===== config.mk =====
export PLATFORM = sky130hd
export DESIGN_NAME = hpog_top
export DESIGN_NICKNAME = d
export VERILOG_FILES = /design/src/pkg/hpog_pkg.sv /design/src/pkg/hpog_pin_if.sv /design/src/design/hpog_pin_sync.sv /design/src/design/hpog_top.sv
export SDC_FILE = /design/constraint.sdc
export NUM_CORES = 1
export LEC_CHECK = 0
export BUFFER_PORTS_ARGS = -buffer_cell sky130_fd_sc_hd__buf_2
export CORE_AREA = 2 2 73 75
export DETAILED_ROUTE_END_ITERATION = 12
export DIE_AREA = 0 0 75 77
export PLACE_DENSITY_LB_ADDON = 0.12
export SLEW_MARGIN = 20
export SYNTH_ARGS = -nofsm -noshare
export SYNTH_HDL_FRONTEND = slang
export SYNTH_HIERARCHICAL = 1
export SYNTH_SLANG_ARGS = --single-unit

===== constraint.sdc =====
create_clock -name ref_clk -period 1.9 [get_ports ref_clk]
set_clock_uncertainty 0.15 [all_clocks]
set_input_delay 0.095 -clock ref_clk [delete_from_list [all_inputs] [get_ports ref_clk]]
set_output_delay 0.095 -clock ref_clk [all_outputs]
set_load 0.05 [all_outputs]

===== src/pkg/hpog_pkg.sv =====
// Constants, modes and state types for the host port oscillator gating block
package hpog_pkg;

	// Register byte offsets
	localparam logic [7:0] HPOG_CTRL_OFS = 8'h10;
	localparam logic [7:0] HPOG_ACT_OFS = 8'h14;
	localparam logic [7:0] HPOG_STAT_OFS = 8'h18;

	// Control register fields
	localparam int HPOG_POL_LSB = 0;
	localparam int HPOG_THRU_BIT = 2;
	localparam int HPOG_ACT_BIT = 0;

	// Status register fields
	localparam int HPOG_ST_PERMIT_BIT = 0;
	localparam int HPOG_ST_CRSTOP_BIT = 1;
	localparam int HPOG_ST_PD_BIT = 2;
	localparam int HPOG_ST_TXN_BIT = 3;

	// Values after reset
	localparam logic [1:0] HPOG_POL_RST = 2'h0;
	localparam logic HPOG_THRU_RST = 1'b1;
	localparam logic HPOG_ACT_RST = 1'b0;
	localparam logic HPOG_PERMIT_RST = 1'b1;
	// Synchroniser level after reset, order {power_down_n, clkrun_n, host_bus_clock}
	localparam logic [2:0] HPOG_SYNC_RST = 3'h4;

	// Host bus clock edges with the run line high that signal a clock stop
	localparam logic [2:0] HPOG_CLKRUN_STOP_CYC = 3'h5;

	// AXI responses
	localparam logic [1:0] HPOG_RESP_OKAY = 2'h0;
	localparam logic [1:0] HPOG_RESP_SLVERR = 2'h2;

	// Gating policies, in field order 0..3
	typedef enum logic [1:0] {
		HPOG_POL_POWER_DOWN,
		HPOG_POL_CLKRUN,
		HPOG_POL_PER_TXN,
		HPOG_POL_NEVER
	} hpog_pol_e;

	// Pin synchroniser state
	typedef struct packed {
		logic [2:0] s1;
		logic [2:0] s2;
		logic [2:0] s3;
		logic [2:0] lvl;
		logic rise;
	} hpog_sync_s;

	// Gating and register state
	typedef struct packed {
		hpog_pol_e pol;
		logic thru;
		logic act;
		logic clkrun_hb;
		logic pd_n_hb;
		logic [2:0] cr_cnt;
		logic cr_stop;
		logic txn_flag;
		logic permit;
		logic aw_held;
		logic [7:0] awaddr;
		logic w_held;
		logic [31:0] wdata;
		logic [3:0] wstrb;
		logic bvalid;
		logic [1:0] bresp;
		logic rvalid;
		logic [31:0] rdata;
		logic [1:0] rresp;
	} hpog_st_s;

endpackage : hpog_pkg


===== src/pkg/hpog_pin_if.sv =====
// Synchronised host pin levels passed from the pin stage to the gating logic
`timescale 1ns/1ns
interface hpog_pin_if;
	logic host_clk_rise;
	logic clkrun_n_lvl;
	logic power_down_n_lvl;

	modport src (
		output host_clk_rise,
		output clkrun_n_lvl,
		output power_down_n_lvl
	);

	modport dst (
		input host_clk_rise,
		input clkrun_n_lvl,
		input power_down_n_lvl
	);
endinterface : hpog_pin_if


===== src/design/hpog_pin_sync.sv =====
// Three-stage synchronisers and host bus clock edge finder for the host pins
`timescale 1ns/1ns
module hpog_pin_sync import hpog_pkg::*; (
	// Clock and reset
	input wire logic ref_clk,
	input wire logic rst,
	// Host pins
	input wire logic host_bus_clock,
	input wire logic clkrun_n,
	input wire logic power_down_n,
	// Synchronised levels
	hpog_pin_if.src pins
);

	hpog_sync_s st;
	hpog_sync_s next_st;

	// Filtered level moves only when stages two and three agree
	always_comb begin
		next_st = st;
		next_st.s1 = {power_down_n, clkrun_n, host_bus_clock};
		next_st.s2 = st.s1;
		next_st.s3 = st.s2;
		for (int i = 0; i < 3; i++) begin
			if (st.s2[i] == st.s3[i]) begin
				next_st.lvl[i] = st.s3[i];
			end
		end
		next_st.rise = next_st.lvl[0] & ~st.lvl[0];
	end

	// State register
	always_ff @(posedge ref_clk or posedge rst) begin
		if (rst) begin
			st <= '{s1: HPOG_SYNC_RST, s2: HPOG_SYNC_RST, s3: HPOG_SYNC_RST, lvl: HPOG_SYNC_RST, rise: 1'b0};
		end else begin
			st <= next_st;
		end
	end

	// Outputs straight from flip-flops
	assign pins.host_clk_rise = st.rise;
	assign pins.clkrun_n_lvl = st.lvl[1];
	assign pins.power_down_n_lvl = st.lvl[2];

endmodule : hpog_pin_sync


===== src/design/hpog_top.sv =====
// Host port oscillator gating policy with its AXI4-Lite register slave
//
// Behaviour
// - Throughput bit selects clock range, resets one
// - Policy 0: stop allowed while power-down asserted
// - Policy 1: clock-stop signalled and nothing pending
// - Clock-stop: run line high five host clocks
// - Policy 2: stop allowed after a completed transaction while interface not busy
// - Policy 3: never stop while interface active
// - Inactive interface: stop allowed, policy ignored
// - Only permits stopping; never restarts the oscillator
// - Policy field two bits, writable, resets zero
`timescale 1ns/1ns
module hpog_top import hpog_pkg::*; (
	// Clock and reset
	input wire logic ref_clk,
	input wire logic rst,
	// Host pins
	input wire logic host_bus_clock,
	input wire logic clkrun_n,
	input wire logic power_down_n,
	// Host interface activity, same clock
	input wire logic serirq_pending,
	input wire logic dma_pending,
	input wire logic txn_start,
	input wire logic txn_done,
	input wire logic host_if_busy,
	// Oscillator control
	output logic osc_stop_permit,
	output logic wide_clock_range,
	// AXI4-Lite write address
	input wire logic s_axi_awvalid,
	output logic s_axi_awready,
	input wire logic [7:0] s_axi_awaddr,
	// AXI4-Lite write data
	input wire logic s_axi_wvalid,
	output logic s_axi_wready,
	input wire logic [31:0] s_axi_wdata,
	input wire logic [3:0] s_axi_wstrb,
	// AXI4-Lite write response
	output logic s_axi_bvalid,
	input wire logic s_axi_bready,
	output logic [1:0] s_axi_bresp,
	// AXI4-Lite read address
	input wire logic s_axi_arvalid,
	output logic s_axi_arready,
	input wire logic [7:0] s_axi_araddr,
	// AXI4-Lite read data
	output logic s_axi_rvalid,
	input wire logic s_axi_rready,
	output logic [31:0] s_axi_rdata,
	output logic [1:0] s_axi_rresp
);

	hpog_pin_if pins ();
	hpog_st_s st;
	hpog_st_s next_st;
	logic permit_now;

	// Pin synchronisers
	hpog_pin_sync u_sync (
		.ref_clk(ref_clk),
		.rst(rst),
		.host_bus_clock(host_bus_clock),
		.clkrun_n(clkrun_n),
		.power_down_n(power_down_n),
		.pins(pins)
	);

	// Address is one of the mapped words
	function automatic logic addr_mapped(input logic [7:0] a);
		return (a == HPOG_CTRL_OFS) || (a == HPOG_ACT_OFS) || (a == HPOG_STAT_OFS);
	endfunction : addr_mapped

	// Read view of a register word, zero for reserved bits
	function automatic logic [31:0] reg_word(input logic [7:0] a, input hpog_st_s s);
		logic [31:0] w;
		w = 32'h0000_0000;
		case (a)
			HPOG_CTRL_OFS: begin
				w[HPOG_POL_LSB +: 2] = s.pol;
				w[HPOG_THRU_BIT] = s.thru;
			end
			HPOG_ACT_OFS: begin
				w[HPOG_ACT_BIT] = s.act;
			end
			HPOG_STAT_OFS: begin
				w[HPOG_ST_PERMIT_BIT] = s.permit;
				w[HPOG_ST_CRSTOP_BIT] = s.cr_stop;
				w[HPOG_ST_PD_BIT] = ~s.pd_n_hb;
				w[HPOG_ST_TXN_BIT] = s.txn_flag;
			end
			default: begin
				w = 32'h0000_0000;
			end
		endcase
		return w;
	endfunction : reg_word

	// Gating decision from current state; no restart output exists at all
	always_comb begin
		permit_now = 1'b1;
		if (st.act) begin
			case (st.pol)
				HPOG_POL_POWER_DOWN: permit_now = ~st.pd_n_hb;
				HPOG_POL_CLKRUN: permit_now = st.cr_stop & ~serirq_pending & ~dma_pending;
				HPOG_POL_PER_TXN: permit_now = st.txn_flag & ~host_if_busy;
				HPOG_POL_NEVER: permit_now = 1'b0;
				default: permit_now = 1'b0;
			endcase
		end // Inactive interface leaves permit high
	end

	// Next state of the whole block
	always_comb begin
		next_st = st;
		next_st.permit = permit_now;

		// Sample levels on host clock edges
		if (pins.host_clk_rise) begin
			next_st.clkrun_hb = pins.clkrun_n_lvl;
			next_st.pd_n_hb = pins.power_down_n_lvl;
			// Count host clocks with the run line high
			if (pins.clkrun_n_lvl) begin
				if (st.cr_cnt != HPOG_CLKRUN_STOP_CYC) begin
					next_st.cr_cnt = st.cr_cnt + 3'h1;
				end
			end else begin
				next_st.cr_cnt = 3'h0;
			end
			next_st.cr_stop = pins.clkrun_n_lvl && (next_st.cr_cnt == HPOG_CLKRUN_STOP_CYC);
		end

		// Completed transaction flag; a completion beats a start in one cycle
		if (txn_done) begin
			next_st.txn_flag = 1'b1;
		end else if (txn_start) begin
			next_st.txn_flag = 1'b0;
		end

		// Write channels are taken independently
		if (s_axi_awvalid && s_axi_awready) begin
			next_st.aw_held = 1'b1;
			next_st.awaddr = s_axi_awaddr;
		end
		if (s_axi_wvalid && s_axi_wready) begin
			next_st.w_held = 1'b1;
			next_st.wdata = s_axi_wdata;
			next_st.wstrb = s_axi_wstrb;
		end

		// Commit once both halves are held and no response waits
		if (st.aw_held && st.w_held && !st.bvalid) begin
			next_st.aw_held = 1'b0;
			next_st.w_held = 1'b0;
			next_st.bvalid = 1'b1;
			next_st.bresp = addr_mapped(st.awaddr) ? HPOG_RESP_OKAY : HPOG_RESP_SLVERR;
			if (st.wstrb[0]) begin
				if (st.awaddr == HPOG_CTRL_OFS) begin
					next_st.pol = hpog_pol_e'(st.wdata[HPOG_POL_LSB +: 2]);
					next_st.thru = st.wdata[HPOG_THRU_BIT];
				end
				// Clearing activate is allowed here; keeping off it is the host's duty
				if (st.awaddr == HPOG_ACT_OFS) begin
					next_st.act = st.wdata[HPOG_ACT_BIT];
				end
			end
		end else if (st.bvalid && s_axi_bready) begin
			next_st.bvalid = 1'b0;
		end

		// Reads answer one cycle after the address is taken
		if (s_axi_arvalid && s_axi_arready) begin
			next_st.rvalid = 1'b1;
			next_st.rdata = reg_word(s_axi_araddr, st);
			next_st.rresp = addr_mapped(s_axi_araddr) ? HPOG_RESP_OKAY : HPOG_RESP_SLVERR;
		end else if (st.rvalid && s_axi_rready) begin
			next_st.rvalid = 1'b0;
		end
	end

	// State register
	always_ff @(posedge ref_clk or posedge rst) begin
		if (rst) begin
			st <= '0;
			st.pol <= hpog_pol_e'(HPOG_POL_RST);
			st.thru <= HPOG_THRU_RST;
			st.act <= HPOG_ACT_RST;
			st.pd_n_hb <= 1'b1;
			st.permit <= HPOG_PERMIT_RST;
		end else begin
			st <= next_st;
		end
	end

	// Write readies invert held flags, read ready inverts rvalid; valids and payloads come from flip-flops
	assign s_axi_awready = ~st.aw_held;
	assign s_axi_wready = ~st.w_held;
	assign s_axi_arready = ~st.rvalid;
	assign s_axi_bvalid = st.bvalid;
	assign s_axi_bresp = st.bresp;
	assign s_axi_rvalid = st.rvalid;
	assign s_axi_rdata = st.rdata;
	assign s_axi_rresp = st.rresp;
	assign osc_stop_permit = st.permit;
	assign wide_clock_range = st.thru;
endmodule : hpog_top


==> impl_metrics.yaml <==
status:
  status: "completed"
setup_path:
  critPathSlowestCell: "dlygate4sd3_1"
  crit_required_ns: 1.90
  path_cells: "dlygate4sd3_1 > buf_2 > a2111oi_1 > dlygate4sd3_1 > o21ai_0"
  worstSetupStartpointType: "input pin"
  path_buf_inv: 3
  cp_common_cell: "dlygate4sd3_1"
  r2r-start: "st[80]"
  cp_max_fo: 6
  critPathMaxStageDelay_ns: 0.60
  cp-end-kind: "register"
  critPathTopFamily: "buffers and inverters"
  worst-endpoint-arrival_ns: 1.78
  cp-startpoint: "s_axi_araddr[3]"
  critical_path_class: "input pin to register"
floorplanning:
  rows: 26
  die-area_sq_um: 5775
  fp.dieW_microns: 75
  io_pins: 110
  start_util_pct: 43.21
  die_h_microns: 77
  core_area_sq_um: 4977
sta:
  fmax_mhz: 563.8
  rsz0062_at_grt: "false"
  hold_viol_final: 0
  setup_viol_count_final: 0
  fin_setup_tns_ns: 0
  period_share_pct: 93.36
  holdWs_ns: 0.02695
  period_minus_slack_ns: 1.774
  slew_viol_final: 0
synthesis:
  synth-seq-cells: 46
  synthTopCellsByArea: "dfrtp_1 45%, buf_4 13%, dfstp_2 8.6%, mux2_2 8.4%, inv_1 1.9%"
  synth_area_sq_um: 2151
  synth_edf_count: 0
  syn_area_per_cell_sq_um: 11.82
  synth-simple-area-share_pct: 10.35
  ys_async_sr_fraction_pct: 100.0
  synth_xor_area_share_pct: 0
  synth_cell_type_count: 39
  synth_most_common_cell: "dfrtp_1"
  synth_top_family_by_area: "buffers and inverters"
  synth_top_area_cell: "dfrtp_1"
  ys.flop_type: "dfrtp_1"
  yosys.area.top_type_share_pct: 45.38
  synthCells: 182
  synth_compound_area_share_pct: 7.853
  synth.area.mux_share_pct: 9.773
  seq_area_frac_synth_pct: 53.93
  synth_fa_ha_area_share_pct: 2.734
  yosys_warnings: 6
  synth.top_cells.by_count: "39 x dfrtp_1, 36 x buf_4, 16 x mux2_2, 11 x inv_1, 11 x nand2_1"
pwr:
  p_leak_nw: 1.316
  peakVddDrop_uv: 714.4
  design_power_total_mw: 3.047
  p_per_area_nw_per_um2: 1128
clock_tree:
  cts.sinks: 46
  htreeDepth: 2
  clk_pin_slew_ns: 0.08
  cts_buffers: 5
  worstSkewPairLatency_ns: 0.29
  cts_root_buffer: "clkbuf_8"
  clk_path_buf_depth: 2
  cts_tree: "done"
detailed_routing:
  wl_per_cell_microns: 10.85
  first_pass_iters: 4
  wl_met1_microns: 1685
  drt_iter0_markers: 38
  post_drt_via_cell_ratio: 4.255
  via_count: 1387
  met2_length_microns: 1549
  met3_length_microns: 263
  ant_nets: 0
  drc_errors: 0
  routed.top_layer: "met4"
  wl_microns: 3538
cells_and_area:
  antenna_cells: 0
  multi_input_area_sq_um: 774.5
  fill_cells: 447
  seqCellArea_sq_um: 1160
  area_growth_pct: 25.54
  layout-drive-gt1-share_pct: 35.16
  finalNetCount: 324
min_path:
  min_path_type: "input pin to register"
  hp-start: "dma_pending"
flow_run:
  drv_cap: 0
placed_design:
  place.gp.congestion: 0.7056
  io_buffer_count: 47
  dp_hpwl_microns: 2547
global_route:
  grt_pass1_wl_microns: 5940
  grtUsageTotal_pct: 13.40
  antenna_found_initial: 0
  grt_pass1_vias: 1326
  globalRoute.totalOverflow: 0
  grt_max_degree: 34
[registers in the layout, indices dropped and copies added (netlist names)]
signal,flops
s_axi_bresp,1
u_sync/pins.power_down_n_lvl,1
u_sync/pins.host_clk_rise,1
u_sync/next_st,6
st,23
u_sync/pins.clkrun_n_lvl,1
wide_clock_range,1
s_axi_rvalid,1
osc_stop_permit,1
s_axi_bvalid,1
s_axi_rdata,4
u_sync/st,4
s_axi_rresp,1
[metrics by stage]
stage / cell area [sq um] / worst slack (ns) / utilization, % / instances
detailed placement: 2320 / 0.1980 / 46.61 / 291
floorplan: 2260 / 0.1681 / - / 211
global placement: 2320 / 0.1962 / 46.61 / 291
global route: 2700 / 0.02658 / 54.25 / 326
finish: 2700 / 0.1262 / 54.25 / 326
CTS: 2699 / 0.09672 / 54.22 / 326
[cell families after synthesis]
| kind of cell | count (synthesis) |
|---|---|
| DFF | 46 |
| adders and majority gates | 5 |
| AOI/OAI and AO/OA | 23 |
| buffers and inverters | 51 |
| muxes | 19 |
| other | 1 |
| and+or+nand+nor | 37 |
[cell usage in the layout (no fill, tap or decap), types with 2 or more instances in the layout]
master	count
nor2_1	7
dfrtp_1	39
nand3_1	2
a31oi_1	3
nand2_1	11
o22ai_1	2
ha_1	2
a21oi_1	3
buf_4	3
dfstp_2	7
a21o_1	2
nor2b_1	2
mux2i_1	3
clkinv_2	2
dlygate4sd3_1	27
nand3b_1	2
mux2_2	16
o21ai_0	4
conb_1	30
buf_2	47
maj3_2	3
clkbuf_8	5
inv_1	11
and3b_1	2
o31ai_2	3
[worst paths after layout]
| check | slack, ns | cells past startpoint | to |
|---|---|---|---|
| max | 0.13 | 5 | s_axi_rresp[1] |
| min | 0.03 | 4 | osc_stop_permit |
| max reg2reg | 0.18 | 3 | st[94] |
| min reg2reg | 0.21 | 0 | u_sync/next_st[5] |
| max in group asynchronous | 0.98 | 4 | osc_stop_permit |
| min in group asynchronous | 0.22 | 3 | u_sync/next_st[4] |
[layout make-up]
cell class	instances	area share (%)
Clock buffer	5	2.549
Clock inverter	3	1.483
Inverter	11	1.529
Multi-Input combinational cell	114	28.68
Sequential cell	46	42.96
Tap cell	70	3.244
Timing Repair Buffer	77	19.56
[power breakdown]
| part | switching [mW] | total [mW] | internal (mW) |
|---|---|---|---|
| sequential | 0.168 | 1.40 | 1.23 |
| clock | 0.307 | 0.694 | 0.387 |
| combinational | 0.582 | 0.957 | 0.375 |
[metal layers]
| metal | global-route usage (%) | vias to the layer above |
|---|---|---|
| li1 | - | 700 |
| met1 | 18.72 | 626 |
| met2 | 19.82 | 57 |
| met4 | 4.286 | 0 |
| met5 | 0 | - |
| met3 | 4.074 | 4 |
[timing repair]
| item | 4_1_cts | 5_1_grt |
|---|---|---|
| gates resized for setup | 0 | 1 |
| hold buffers | 27 | 0 |
| endpoints found under the hold margin | 64 | 0 |
| setup endpoints to repair | 0 | 1 |
| setup buffers | 0 | 0 |
[worst register-to-register path, cell delays in order (launching register included)]
cell and delay (ns):
dfrtp_1 0.39, nor4b_1 0.39, and4_1 0.34, mux2_2 0.35
Note: power is estimated with default switching activity, not from simulation.
